--- config.mk ---
export PLATFORM = sky130hd
export DESIGN_NAME = p8t_timer
export DESIGN_NICKNAME = d
export VERILOG_FILES = /design/src/verilog/p8t_pkg.sv /design/src/verilog/p8t_divider.sv /design/src/verilog/p8t_timer.sv
export SDC_FILE = /design/constraint.sdc
export NUM_CORES = 1
export LEC_CHECK = 0
export BUFFER_PORTS_ARGS = -buffer_cell sky130_fd_sc_hd__buf_2
export CAP_MARGIN = 20
export CORE_ASPECT_RATIO = 0.6
export CORE_MARGIN = 5
export CORE_UTILIZATION = 35
export DETAILED_ROUTE_END_ITERATION = 6
export PLACE_DENSITY = 0.55
export SYNTH_ARGS = -nofsm -noshare
export SYNTH_HDL_FRONTEND = slang
export SYNTH_HIERARCHICAL = 1
export SYNTH_SLANG_ARGS = --single-unit
--- constraint.sdc ---
create_clock -name aclk -period 4.5 [get_ports aclk]
set_clock_uncertainty 0.05 [all_clocks]
set_input_delay 0.45 -clock aclk [delete_from_list [all_inputs] [get_ports aclk]]
set_output_delay 0.45 -clock aclk [all_outputs]
set_load 0.02 [all_outputs]
--- src/verilog/p8t_pkg.sv ---
// p8t_pkg: register map, field positions, reset values and counts
// assumes a 32-bit axi4-lite slave with word-indexed register slots
package p8t_pkg;

  localparam int          ADDR_W      = 12;
  localparam int          IDX_W       = 10;
  // printed offsets are slot indices; byte address is index times four
  localparam logic [9:0]  IDX_INTCTL  = 10'h00b;
  localparam logic [9:0]  IDX_FLAGS   = 10'h00c;
  localparam logic [9:0]  IDX_COUNT   = 10'h011;
  localparam logic [9:0]  IDX_CTRL    = 10'h012;
  localparam logic [9:0]  IDX_ENABLES = 10'h08c;
  localparam logic [9:0]  IDX_PERIOD  = 10'h092;

  // control field positions
  localparam int          PRE_LSB     = 0;
  localparam int          PRE_MSB     = 1;
  localparam int          RUN_BIT     = 2;
  localparam int          POST_LSB    = 3;
  localparam int          POST_MSB    = 6;
  localparam int          CTRL_W      = 7;
  // flag, enable and interrupt-control bits
  localparam int          MATCH_BIT   = 1;
  localparam int          PERIPHERAL_IRQ_ENABLE_BIT    = 6;
  localparam int          GIE_BIT     = 7;

  localparam logic [7:0]  COUNT_RST   = 8'h00;
  localparam logic [6:0]  CTRL_RST    = 7'h00;
  localparam logic [7:0]  PERIOD_RST  = 8'hff;

  // instruction clock is the oscillator over four
  localparam int          INSTR_DIV   = 4;
  localparam logic [1:0]  INSTR_LAST  = 2'(INSTR_DIV - 1);
  // input divider terminal counts: 1:1, 1:4, 1:16
  localparam logic [3:0]  PRE1_LAST   = 4'h0;
  localparam logic [3:0]  PRE4_LAST   = 4'h3;
  localparam logic [3:0]  PRE16_LAST  = 4'hf;

  localparam logic [1:0]  RESP_OKAY   = 2'h0;
  localparam logic [1:0]  RESP_SLVERR = 2'h2;

endpackage

--- src/verilog/p8t_divider.sv ---
// p8t_divider: modulo counter giving one tick out per term+1 ticks in
// assumes tick_in and clr are already qualified by the clock enable
`timescale 1ns/1ps
module p8t_divider #(
  parameter int W = 4
) (
  input  wire logic         aclk,
  input  wire logic         aresetn,
  input  wire logic         ce,
  input  wire logic         clr,
  input  wire logic         tick_in,
  input  wire logic [W-1:0] term,
  output logic              tick_out
);
  logic [W-1:0] cnt_r;

  // clear takes precedence so a tick in the clear cycle is dropped
  assign tick_out = tick_in && !clr && (cnt_r == term);

  always_ff @(posedge aclk) begin
    if (!aresetn) begin
      cnt_r <= '0;
    end else if (ce) begin
      if (clr) begin
        cnt_r <= '0;
      end else if (tick_in) begin
        // >= so a term lowered below the count still wraps
        cnt_r <= (cnt_r >= term) ? '0 : cnt_r + W'(1);
      end
    end
  end

endmodule // p8t_divider

--- src/verilog/p8t_timer.sv ---
// p8t_timer: 8-bit period timer with input and output dividers
// assumes aclk is the oscillator, axi4-lite master on the same clock
//
// Operation
// - count climbs from zero; tick after equalling period returns it to zero
// - count clocked by instruction clock (oscillator/4) through the input divider
// - control bits 1:0 pick input divide 1, 4, or 16 when upper set
// - control bits 6:3 divide period matches by field value plus one
// - each output divider pulse sets the match flag, flag register bit 1
// - count or control writes and any reset clear both dividers
// - control write leaves count value unchanged
// - count readable, writable, zero after reset
// - period readable, writable, all ones after reset
// - undivided match pulse goes to the serial port shift clock
// - undivided match pulse is the pwm period time base
//
// Design decision made here: the AXI4-Lite interface to the registers.
`timescale 1ns/1ps
module p8t_timer (
  input  wire logic                       aclk,
  input  wire logic                       aresetn,
  input  wire logic                       ce,
  input  wire logic [p8t_pkg::ADDR_W-1:0] s_axi_awaddr,
  input  wire logic                       s_axi_awvalid,
  output logic                            s_axi_awready,
  input  wire logic [31:0]                s_axi_wdata,
  input  wire logic [3:0]                 s_axi_wstrb,
  input  wire logic                       s_axi_wvalid,
  output logic                            s_axi_wready,
  output logic [1:0]                      s_axi_bresp,
  output logic                            s_axi_bvalid,
  input  wire logic                       s_axi_bready,
  input  wire logic [p8t_pkg::ADDR_W-1:0] s_axi_araddr,
  input  wire logic                       s_axi_arvalid,
  output logic                            s_axi_arready,
  output logic [31:0]                     s_axi_rdata,
  output logic [1:0]                      s_axi_rresp,
  output logic                            s_axi_rvalid,
  input  wire logic                       s_axi_rready,
  output logic                            irq,
  output logic                            ssp_shift_tick,
  output logic                            pwm_period_tick
);
  import p8t_pkg::*;

  logic              awready_r;
  logic              wready_r;
  logic              bvalid_r;
  logic [1:0]        bresp_r;
  logic [IDX_W-1:0]  aw_idx_r;
  logic [31:0]       wdata_r;
  logic              wlane0_r;
  logic              arready_r;
  logic              rvalid_r;
  logic [1:0]        rresp_r;
  logic [31:0]       rdata_r;
  logic [1:0]        phase_r;
  logic [7:0]        count_r;
  logic [CTRL_W-1:0] ctrl_r;
  logic [7:0]        period_r;
  logic              flag_r;
  logic              match_ie_r;
  logic              peripheral_irq_enable_r;
  logic              gie_r;
  logic              irq_r;
  logic              ssp_r;
  logic              pwm_r;
  logic              wr_go;
  logic              wr_hit;
  logic              wr_en;
  logic              wr_count;
  logic              wr_ctrl;
  logic              div_clr;
  logic              flag_clr;
  logic              instr_tick;
  logic              cnt_tick;
  logic              match;
  logic              post_pulse;
  logic [3:0]        pre_term;
  logic [IDX_W-1:0]  rd_idx;
  logic [7:0]        rd8;
  logic              rd_hit;

  ////////////////////////////////////////////////////////////////////
  // axi4-lite write channel: address and data taken in either order

  assign wr_go = ce && !awready_r && !wready_r && !bvalid_r;

  always_comb begin
    if (aw_idx_r == IDX_INTCTL) begin
      wr_hit = 1'b1;
    end else if (aw_idx_r == IDX_FLAGS) begin
      wr_hit = 1'b1;
    end else if (aw_idx_r == IDX_COUNT) begin
      wr_hit = 1'b1;
    end else if (aw_idx_r == IDX_CTRL) begin
      wr_hit = 1'b1;
    end else if (aw_idx_r == IDX_ENABLES) begin
      wr_hit = 1'b1;
    end else if (aw_idx_r == IDX_PERIOD) begin
      wr_hit = 1'b1;
    end else begin
      wr_hit = 1'b0;
    end
  end

  // registers are 8 bits wide, so only byte lane 0 matters
  assign wr_en    = wr_go && wr_hit && wlane0_r;
  assign wr_count = wr_en && (aw_idx_r == IDX_COUNT);
  assign wr_ctrl  = wr_en && (aw_idx_r == IDX_CTRL);
  assign flag_clr = wr_en && (aw_idx_r == IDX_FLAGS) && wdata_r[MATCH_BIT];

  always_ff @(posedge aclk) begin
    if (!aresetn) begin
      awready_r <= 1'b1;
      wready_r  <= 1'b1;
      bvalid_r  <= 1'b0;
      bresp_r   <= RESP_OKAY;
      aw_idx_r  <= '0;
      wdata_r   <= '0;
      wlane0_r  <= 1'b0;
    end else if (ce) begin
      if (s_axi_awvalid && awready_r) begin
        aw_idx_r  <= s_axi_awaddr[ADDR_W-1:2];
        awready_r <= 1'b0;
      end
      if (s_axi_wvalid && wready_r) begin
        wdata_r  <= s_axi_wdata;
        wlane0_r <= s_axi_wstrb[0];
        wready_r <= 1'b0;
      end
      if (wr_go) begin
        bvalid_r <= 1'b1;
        bresp_r  <= wr_hit ? RESP_OKAY : RESP_SLVERR;
      end
      if (bvalid_r && s_axi_bready) begin
        bvalid_r  <= 1'b0;
        awready_r <= 1'b1;
        wready_r  <= 1'b1;
      end
    end
  end

  ////////////////////////////////////////////////////////////////////
  // axi4-lite read channel

  assign rd_idx = s_axi_araddr[ADDR_W-1:2];

  always_comb begin
    rd8    = 8'h00;
    rd_hit = 1'b1;
    if (rd_idx == IDX_INTCTL) begin
      rd8[GIE_BIT]  = gie_r;
      rd8[PERIPHERAL_IRQ_ENABLE_BIT] = peripheral_irq_enable_r;
    end else if (rd_idx == IDX_FLAGS) begin
      rd8[MATCH_BIT] = flag_r;
    end else if (rd_idx == IDX_COUNT) begin
      rd8 = count_r;
    end else if (rd_idx == IDX_CTRL) begin
      rd8 = {1'b0, ctrl_r};
    end else if (rd_idx == IDX_ENABLES) begin
      rd8[MATCH_BIT] = match_ie_r;
    end else if (rd_idx == IDX_PERIOD) begin
      rd8 = period_r;
    end else begin
      rd_hit = 1'b0;
    end
  end

  always_ff @(posedge aclk) begin
    if (!aresetn) begin
      arready_r <= 1'b1;
      rvalid_r  <= 1'b0;
      rresp_r   <= RESP_OKAY;
      rdata_r   <= '0;
    end else if (ce) begin
      if (s_axi_arvalid && arready_r) begin
        arready_r <= 1'b0;
        rvalid_r  <= 1'b1;
        rdata_r   <= {24'h000000, rd8};
        rresp_r   <= rd_hit ? RESP_OKAY : RESP_SLVERR;
      end else if (rvalid_r && s_axi_rready) begin
        rvalid_r  <= 1'b0;
        arready_r <= 1'b1;
      end
    end
  end

  ////////////////////////////////////////////////////////////////////
  // timer core

  // instruction clock phase; the phase itself is never cleared by writes
  always_ff @(posedge aclk) begin
    if (!aresetn) begin
      phase_r <= 2'h0;
    end else if (ce) begin
      phase_r <= (phase_r == INSTR_LAST) ? 2'h0 : phase_r + 2'h1;
    end
  end

  assign instr_tick = ce && (phase_r == INSTR_LAST);
  assign div_clr    = wr_count || wr_ctrl;

  always_comb begin
    if (ctrl_r[PRE_MSB]) begin
      pre_term = PRE16_LAST;
    end else if (ctrl_r[PRE_LSB]) begin
      pre_term = PRE4_LAST;
    end else begin
      pre_term = PRE1_LAST;
    end
  end

  p8t_divider #(.W(4)) pre_u (
    .aclk     (aclk),
    .aresetn  (aresetn),
    .ce       (ce),
    .clr      (div_clr),
    .tick_in  (instr_tick && ctrl_r[RUN_BIT]),
    .term     (pre_term),
    .tick_out (cnt_tick)
  );

  assign match = cnt_tick && (count_r == period_r);

  p8t_divider #(.W(4)) post_u (
    .aclk     (aclk),
    .aresetn  (aresetn),
    .ce       (ce),
    .clr      (div_clr),
    .tick_in  (match),
    .term     (ctrl_r[POST_MSB:POST_LSB]),
    .tick_out (post_pulse)
  );

  // a count write wins over a tick in the same cycle
  always_ff @(posedge aclk) begin
    if (!aresetn) begin
      count_r <= COUNT_RST;
    end else if (ce) begin
      if (wr_count) begin
        count_r <= wdata_r[7:0];
      end else if (cnt_tick) begin
        count_r <= match ? 8'h00 : count_r + 8'h01;
      end
    end
  end

  always_ff @(posedge aclk) begin
    if (!aresetn) begin
      ctrl_r   <= CTRL_RST;
      period_r <= PERIOD_RST;
    end else if (ce) begin
      if (wr_ctrl) begin
        ctrl_r <= wdata_r[CTRL_W-1:0];
      end
      if (wr_en && aw_idx_r == IDX_PERIOD) begin
        period_r <= wdata_r[7:0];
      end
    end
  end

  ////////////////////////////////////////////////////////////////////
  // flag, enables and interrupt

  always_ff @(posedge aclk) begin
    if (!aresetn) begin
      flag_r     <= 1'b0;
      match_ie_r <= 1'b0;
      peripheral_irq_enable_r     <= 1'b0;
      gie_r      <= 1'b0;
    end else if (ce) begin
      // set beats a write-one-to-clear in the same cycle
      flag_r <= post_pulse || (flag_r && !flag_clr);
      if (wr_en && aw_idx_r == IDX_ENABLES) begin
        match_ie_r <= wdata_r[MATCH_BIT];
      end
      if (wr_en && aw_idx_r == IDX_INTCTL) begin
        gie_r  <= wdata_r[GIE_BIT];
        peripheral_irq_enable_r <= wdata_r[PERIPHERAL_IRQ_ENABLE_BIT];
      end
    end
  end

  always_ff @(posedge aclk) begin
    if (!aresetn) begin
      irq_r <= 1'b0;
      ssp_r <= 1'b0;
      pwm_r <= 1'b0;
    end else if (ce) begin
      irq_r <= flag_r && match_ie_r && peripheral_irq_enable_r && gie_r;
      ssp_r <= match;
      pwm_r <= match;
    end
  end

  assign s_axi_awready   = awready_r;
  assign s_axi_wready    = wready_r;
  assign s_axi_bvalid    = bvalid_r;
  assign s_axi_bresp     = bresp_r;
  assign s_axi_arready   = arready_r;
  assign s_axi_rvalid    = rvalid_r;
  assign s_axi_rresp     = rresp_r;
  assign s_axi_rdata     = rdata_r;
  assign irq             = irq_r;
  assign ssp_shift_tick  = ssp_r;
  assign pwm_period_tick = pwm_r;

  ////////////////////////////////////////////////////////////////////
  // assertions

  count_wrap_a: assert property (@(posedge aclk) disable iff (!aresetn)
    (match && !wr_count) |=> count_r == 8'h00)
    else $error("count did not wrap to zero after match");

  count_step_a: assert property (@(posedge aclk) disable iff (!aresetn)
    (cnt_tick && !match && !wr_count) |=> count_r == $past(count_r) + 8'h01)
    else $error("count did not step by one");

  instr_rate_a: assert property (@(posedge aclk) disable iff (!aresetn)
    instr_tick |=> !instr_tick [*3])
    else $error("instruction tick faster than one in four");

  pre_one_a: assert property (@(posedge aclk) disable iff (!aresetn)
    (ctrl_r[RUN_BIT] && ctrl_r[PRE_MSB:PRE_LSB] == 2'b00 && !div_clr)
      |-> cnt_tick == instr_tick)
    else $error("divide-by-one input path wrong");

  post_one_a: assert property (@(posedge aclk) disable iff (!aresetn)
    (ctrl_r[POST_MSB:POST_LSB] == 4'h0 && !div_clr) |-> post_pulse == match)
    else $error("divide-by-one output path wrong");

  flag_set_a: assert property (@(posedge aclk) disable iff (!aresetn)
    post_pulse |=> flag_r)
    else $error("match flag not set by output pulse");

  halt_a: assert property (@(posedge aclk) disable iff (!aresetn)
    (!ctrl_r[RUN_BIT] && !wr_count) |=> count_r == $past(count_r))
    else $error("count moved while halted");

  div_clear_a: assert property (@(posedge aclk) disable iff (!aresetn)
    div_clr |=> post_u.cnt_r == 4'h0 && pre_u.cnt_r == 4'h0)
    else $error("dividers not cleared by write");

  ctrl_keep_a: assert property (@(posedge aclk) disable iff (!aresetn)
    wr_ctrl |=> count_r == $past(count_r))
    else $error("control write disturbed count");

  reset_val_a: assert property (@(posedge aclk)
    !aresetn |=> count_r == COUNT_RST && period_r == PERIOD_RST)
    else $error("count or period reset value wrong");

  match_out_a: assert property (@(posedge aclk) disable iff (!aresetn)
    match |=> ssp_shift_tick && pwm_period_tick)
    else $error("match pulse not offered to serial port and pwm");

  irq_gate_a: assert property (@(posedge aclk) disable iff (!aresetn)
    ce |=> irq == $past(flag_r && match_ie_r && peripheral_irq_enable_r && gie_r))
    else $error("interrupt does not follow gated flag");

  ce_hold_a: assert property (@(posedge aclk) disable iff (!aresetn)
    !ce |=> count_r == $past(count_r) && flag_r == $past(flag_r))
    else $error("state moved while clock enable low");

  flag_hold_a: assert property (@(posedge aclk) disable iff (!aresetn)
    (ce && flag_r && !flag_clr) |=> flag_r)
    else $error("match flag dropped without clear");

  wrap_c:  cover property (@(posedge aclk) disable iff (!aresetn) match ##1 count_r == 8'h00);
  post_c:  cover property (@(posedge aclk) disable iff (!aresetn)
    post_pulse && ctrl_r[POST_MSB:POST_LSB] != 4'h0);
  irq_c:   cover property (@(posedge aclk) disable iff (!aresetn) $rose(irq));
  wrcnt_c: cover property (@(posedge aclk) disable iff (!aresetn) wr_count && cnt_tick);

endmodule // p8t_timer

==> impl_results.html <==
<table>
<tr><th>Metric</th><th>Value</th></tr>
<tr><th colspan="2">Clock tree</th></tr>
<tr><td>Hold-fix buffers at CTS</td><td>0</td></tr>
<tr><td>CTS sink cnt</td><td>73</td></tr>
<tr><td>Clk pin slew, worst setup/hold paths</td><td>60 ps</td></tr>
<tr><td>Number of CTS-inserted buffers</td><td>9</td></tr>
<tr><td>Number of post-CTS setup repair buffers</td><td>0</td></tr>
<tr><td>Cells resized by post-CTS repair</td><td>0</td></tr>
<tr><td>Worst skew pair latency</td><td>340 ps</td></tr>
<tr><td>CTS tree</td><td>done</td></tr>
<tr><td>Root Buffer</td><td>sky130_fd_sc_hd__clkbuf_16</td></tr>
<tr><td>Clock buffer depth</td><td>2</td></tr>
<tr><td>Count of H-tree levels built during CTS</td><td>3</td></tr>
<tr><th colspan="2">Timing</th></tr>
<tr><td>Worst hold slack</td><td>294 ps</td></tr>
<tr><td>Hold violation total from the final report</td><td>0</td></tr>
<tr><td>Total negative setup slack</td><td>0 ps</td></tr>
<tr><td>Minimum setup slack in the final design</td><td>1050 ps</td></tr>
<tr><td>Final slew viol count</td><td>0</td></tr>
<tr><td>Final critical-path share of the clock period</td><td>0.767</td></tr>
<tr><td>Relative slew slack</td><td>0.350</td></tr>
<tr><td>RSZ-0062 raised after global routing</td><td>false</td></tr>
<tr><td>Count of final setup violators</td><td>0</td></tr>
<tr><td>Worst-Margin Slew</td><td>968 ps</td></tr>
<tr><td>Maximum clock frequency</td><td>~290 MHz</td></tr>
<tr><td>Min Tclk post-route</td><td>3450 ps</td></tr>
<tr><th colspan="2">Min path</th></tr>
<tr><td>Launch point of the worst hold path</td><td>s_axi_awaddr[7]</td></tr>
<tr><td>Worst min-delay path endpoint</td><td>aw_idx_r[5]</td></tr>
<tr><td>Type of the tightest min-delay check</td><td>primary input to flip-flop</td></tr>
<tr><td>Worst Hold Depth</td><td>3</td></tr>
<tr><th colspan="2">Floorplan</th></tr>
<tr><td>Core region area</td><td>11200 µm²</td></tr>
<tr><td>Area enclosed by the die boundary</td><td>around 14000 µm²</td></tr>
<tr><td>Core Rows</td><td>30</td></tr>
<tr><td>Top-Level Pins</td><td>112</td></tr>
<tr><td>Die boundary width</td><td>147 µm</td></tr>
<tr><td>Effective utilization at floorplan</td><td>0.354</td></tr>
<tr><td>Height of the chip</td><td>92.4 µm</td></tr>
<tr><th colspan="2">Global route</th></tr>
<tr><td>Initial antenna violation count</td><td>0</td></tr>
<tr><td>Tot GR Track Use</td><td>0.158</td></tr>
<tr><td>Wire length of the first global-routing pass</td><td>between 15 and 20 mm</td></tr>
<tr><td>Pin count of the biggest net entering global routing</td><td>40</td></tr>
<tr><td>Vias in the first global route</td><td>3296</td></tr>
<tr><td>Remaining global-route overflow</td><td>0</td></tr>
<tr><th colspan="2">Critical path</th></tr>
<tr><td>Category of the critical setup timing path</td><td>flip-flop to flip-flop</td></tr>
<tr><td>Endpoint of the lowest-slack register-to-register path</td><td>post_u/cnt_r[2]</td></tr>
<tr><td>Depth of the worst register-to-register path</td><td>11</td></tr>
<tr><td>Maximum fanout encountered on the critical timing path</td><td>10</td></tr>
<tr><td>CP arrival</td><td>3630 ps</td></tr>
<tr><td>Nature of the critical path startpoint</td><td>flip-flop</td></tr>
<tr><td>CP required</td><td>between 4000 and 5000 ps</td></tr>
<tr><td>Reg-to-reg slack, setup</td><td>1050 ps</td></tr>
<tr><td>Type of destination of the critical path</td><td>flip-flop</td></tr>
<tr><td>R2r startpoint</td><td>s_axi_bvalid</td></tr>
<tr><th colspan="2">Power</th></tr>
<tr><td>Share of power burned in the clock network</td><td>0.474</td></tr>
<tr><td>Power per standard cell area</td><td>332 nW/µm²</td></tr>
<tr><td>Sequential share of power</td><td>0.448</td></tr>
<tr><td>Switching share of power</td><td>0.245</td></tr>
<tr><td>Pleak</td><td>approximately 1.8 nW</td></tr>
<tr><td>Internal power</td><td>1.14 mW</td></tr>
<tr><td>Post-layout total power</td><td>1.51 mW</td></tr>
<tr><td>Switching power</td><td>0.369 mW</td></tr>
<tr><td>Largest vdd supply drop</td><td>between 0.00015 and 0.0002 V</td></tr>
<tr><td>Combinational share of power</td><td>0.078</td></tr>
<tr><th colspan="2">Synth</th></tr>
<tr><td>Sequential share of the synthesized area</td><td>0.369</td></tr>
<tr><td>Ranking of synthesized cells by area</td><td>sky130_fd_sc_hd__dfxtp_1 37%, sky130_fd_sc_hd__nand2_1 6.9%, sky130_fd_sc_hd__buf_4 5.1%</td></tr>
<tr><td>Dominant synthesized flop cell</td><td>sky130_fd_sc_hd__dfxtp_1</td></tr>
<tr><td>Fraction of post-synthesis cell area in the top cell type by area</td><td>0.369</td></tr>
<tr><td>Instance count of the mapped netlist</td><td>about 480</td></tr>
<tr><td>Avg Synthesized Cell Area</td><td>8.33 µm²</td></tr>
<tr><td>Yosys warns</td><td>6</td></tr>
<tr><td>Post-synth design cell area</td><td>just under 4000 µm²</td></tr>
<tr><td>Cell taking the most area after synthesis</td><td>sky130_fd_sc_hd__dfxtp_1</td></tr>
<tr><td>Number of synthesized flops with an enable pin</td><td>0</td></tr>
<tr><td>Post-synthesis async set-or-reset flop share</td><td>0</td></tr>
<tr><td>Number of storage elements in the synthesis netlist</td><td>73</td></tr>
<tr><td>Synth unique cells</td><td>53</td></tr>
<tr><th colspan="2">Detailed routing</th></tr>
<tr><td>Mean number of vias per cell</td><td>roughly 5.2</td></tr>
<tr><td>Remaining design rule violation count</td><td>0</td></tr>
<tr><td>Detail-routed net length per standard cell</td><td>approximately 16 µm</td></tr>
<tr><td>Post-DRT Antenna Nets</td><td>0</td></tr>
<tr><td>DRT Wirelength</td><td>10.6 mm</td></tr>
<tr><td>Initial detailed-routing violation count</td><td>between 200 and 250</td></tr>
<tr><td>DR pass1 iterations</td><td>4</td></tr>
<tr><td>Via count</td><td>3515</td></tr>
<tr><th colspan="2">Cells and area</th></tr>
<tr><td>Synth-to-layout area growth</td><td>14.9%</td></tr>
<tr><td>Final-layout fill cell count</td><td>1169</td></tr>
<tr><td>Fraction of layout instances using a drive strength above 1</td><td>0.157</td></tr>
<tr><td>Most frequent cells in the layout</td><td>73 x sky130_fd_sc_hd__nand2_1, 73 x sky130_fd_sc_hd__dfxtp_1, 54 x sky130_fd_sc_hd__buf_2, 36 x sky130_fd_sc_hd__nor2_1, 34 x sky130_fd_sc_hd__a21oi_1</td></tr>
<tr><td>Nets@finish</td><td>602</td></tr>
<tr><td>Ant. Diodes</td><td>0</td></tr>
<tr><th colspan="2">Placement</th></tr>
<tr><td>Final weighted congestion in routability-driven placement</td><td>0.835</td></tr>
<tr><td>Count of buffers inserted at the top-level ports</td><td>54</td></tr>
<tr><td>Place WS</td><td>962 ps</td></tr>
<tr><td>HPWL reported at the end of detailed placement</td><td>roughly 7.9 mm</td></tr>
<tr><th colspan="2">Job</th></tr>
<tr><td>Count of max-cap constraint violations</td><td>0</td></tr>
<tr><th colspan="2">Run status</th></tr>
<tr><td>Run status</td><td>finished clean</td></tr>
</table>
metrics by stage:
step / instances / util / area [µm²]
final: 671 / 0.406 / 4550
after CTS: 670 / 0.406 / 4540
after global placement: 654 / 0.380 / 4250
after global routing: 671 / 0.406 / 4550
after floorplan: 500 / - / 4050
after detailed placement: 654 / 0.380 / 4250
worst max-delay path by stage:
stage               cells past startpoint              end  slack [ps]          from
detailed placement                     12  post_u/cnt_r[2]         960            ce
CTS                                    11  post_u/cnt_r[2]        1080  s_axi_wready
floorplan                              11  post_u/cnt_r[2]        1040  s_axi_bvalid
global placement                       12  post_u/cnt_r[2]         950            ce
global route                           11  post_u/cnt_r[2]         790  s_axi_wready
finish                                 11  post_u/cnt_r[2]        1050  s_axi_bvalid
cells by family after synthesis:
family	share of synthesized area
AOI/OAI and AO/OA	0.174
xor gates and xnor gates	0.0288
adders and majority gates	0.0379
buffers and inverters	0.0882
DFF	0.369
muxes	0.0534
other	0.000948
and+or+nand+nor	0.247
worst max-delay path, stage by stage, from the launching register on:
cell and delay, ps:
sky130_fd_sc_hd__dfxtp_1 340, sky130_fd_sc_hd__or4b_1 590, sky130_fd_sc_hd__or4b_1 630, sky130_fd_sc_hd__nor4_1 320, sky130_fd_sc_hd__buf_4 190, sky130_fd_sc_hd__nor3b_1 50
sky130_fd_sc_hd__buf_4 170, sky130_fd_sc_hd__and2_1 180, sky130_fd_sc_hd__o21ai_0 420, sky130_fd_sc_hd__nor2_1 100, sky130_fd_sc_hd__xor2_1 160, sky130_fd_sc_hd__o211a_1 130
routing by layer:
layer | global-route usage | share of wire | up-vias
met1 | 0.227 | 0.51 | 1657
met5 | 0 | 0 | -
met3 | 0.0425 | 0.056 | 14
met4 | 0.0481 | 0.013 | 0
met2 | 0.229 | 0.42 | 103
li1 | - | - | 1741
sequential cells by signal (all words and copies together) (netlist names), 2 cells and up:
signal        cells
aw_idx_r         10
count_r           8
ctrl_r            7
period_r          8
phase_r           2
post_u/cnt_r      4
pre_u/cnt_r       4
s_axi_rdata       8
wdata_r           8
final cells by class:
| cell class | instances | area, µm² | area share |
|---|---|---|---|
| clock buffers | 13 | 250 | 0.0551 |
| clock inverters | 3 | 40.0 | 0.00881 |
| inverters | 16 | 60.1 | 0.0132 |
| multi-input cells | 362 | 2240 | 0.493 |
| flip-flops and latches | 73 | 1460 | 0.321 |
| well taps | 144 | 180 | 0.0396 |
| repair buffers | 60 | 313 | 0.0688 |
power groups by stage:
stage | Sequential, mW | Combinational [mW] | Clock [mW]
after CTS | 0.676 | 0.116 | 0.727
after global placement | 0.690 | 0.114 | 0
final | 0.676 | 0.118 | 0.715
after detailed placement | 0.690 | 0.116 | 0
after global routing | 0.678 | 0.129 | 0.759
after floorplan | 0.690 | 0.0884 | 0
synthesized netlist by cell type, drive strengths merged, types with 2 or more instances:
master	count
nor2	36
a32oi	2
or4b	3
a221o	5
o21ai	17
o211a	2
a31oi	7
nand2	73
nor3b	3
ha	12
or3b	3
xor2	2
a21o	2
inv	16
xnor2	11
a2bb2oi	3
a2111oi	2
o2111ai	2
mux2i	20
a22oi	9
nor2b	3
nor4	6
nand2b	6
a21oi	34
buf	31
dfxtp	73
o21a	5
and2	2
nand3	21
clkbuf	18
a22o	2
nand3b	2
nor3	6
nor4b	2
or4	7
nand4	11
and3	4
nand4b	2
No activity file was read; power rests on OpenSTA's default activity.
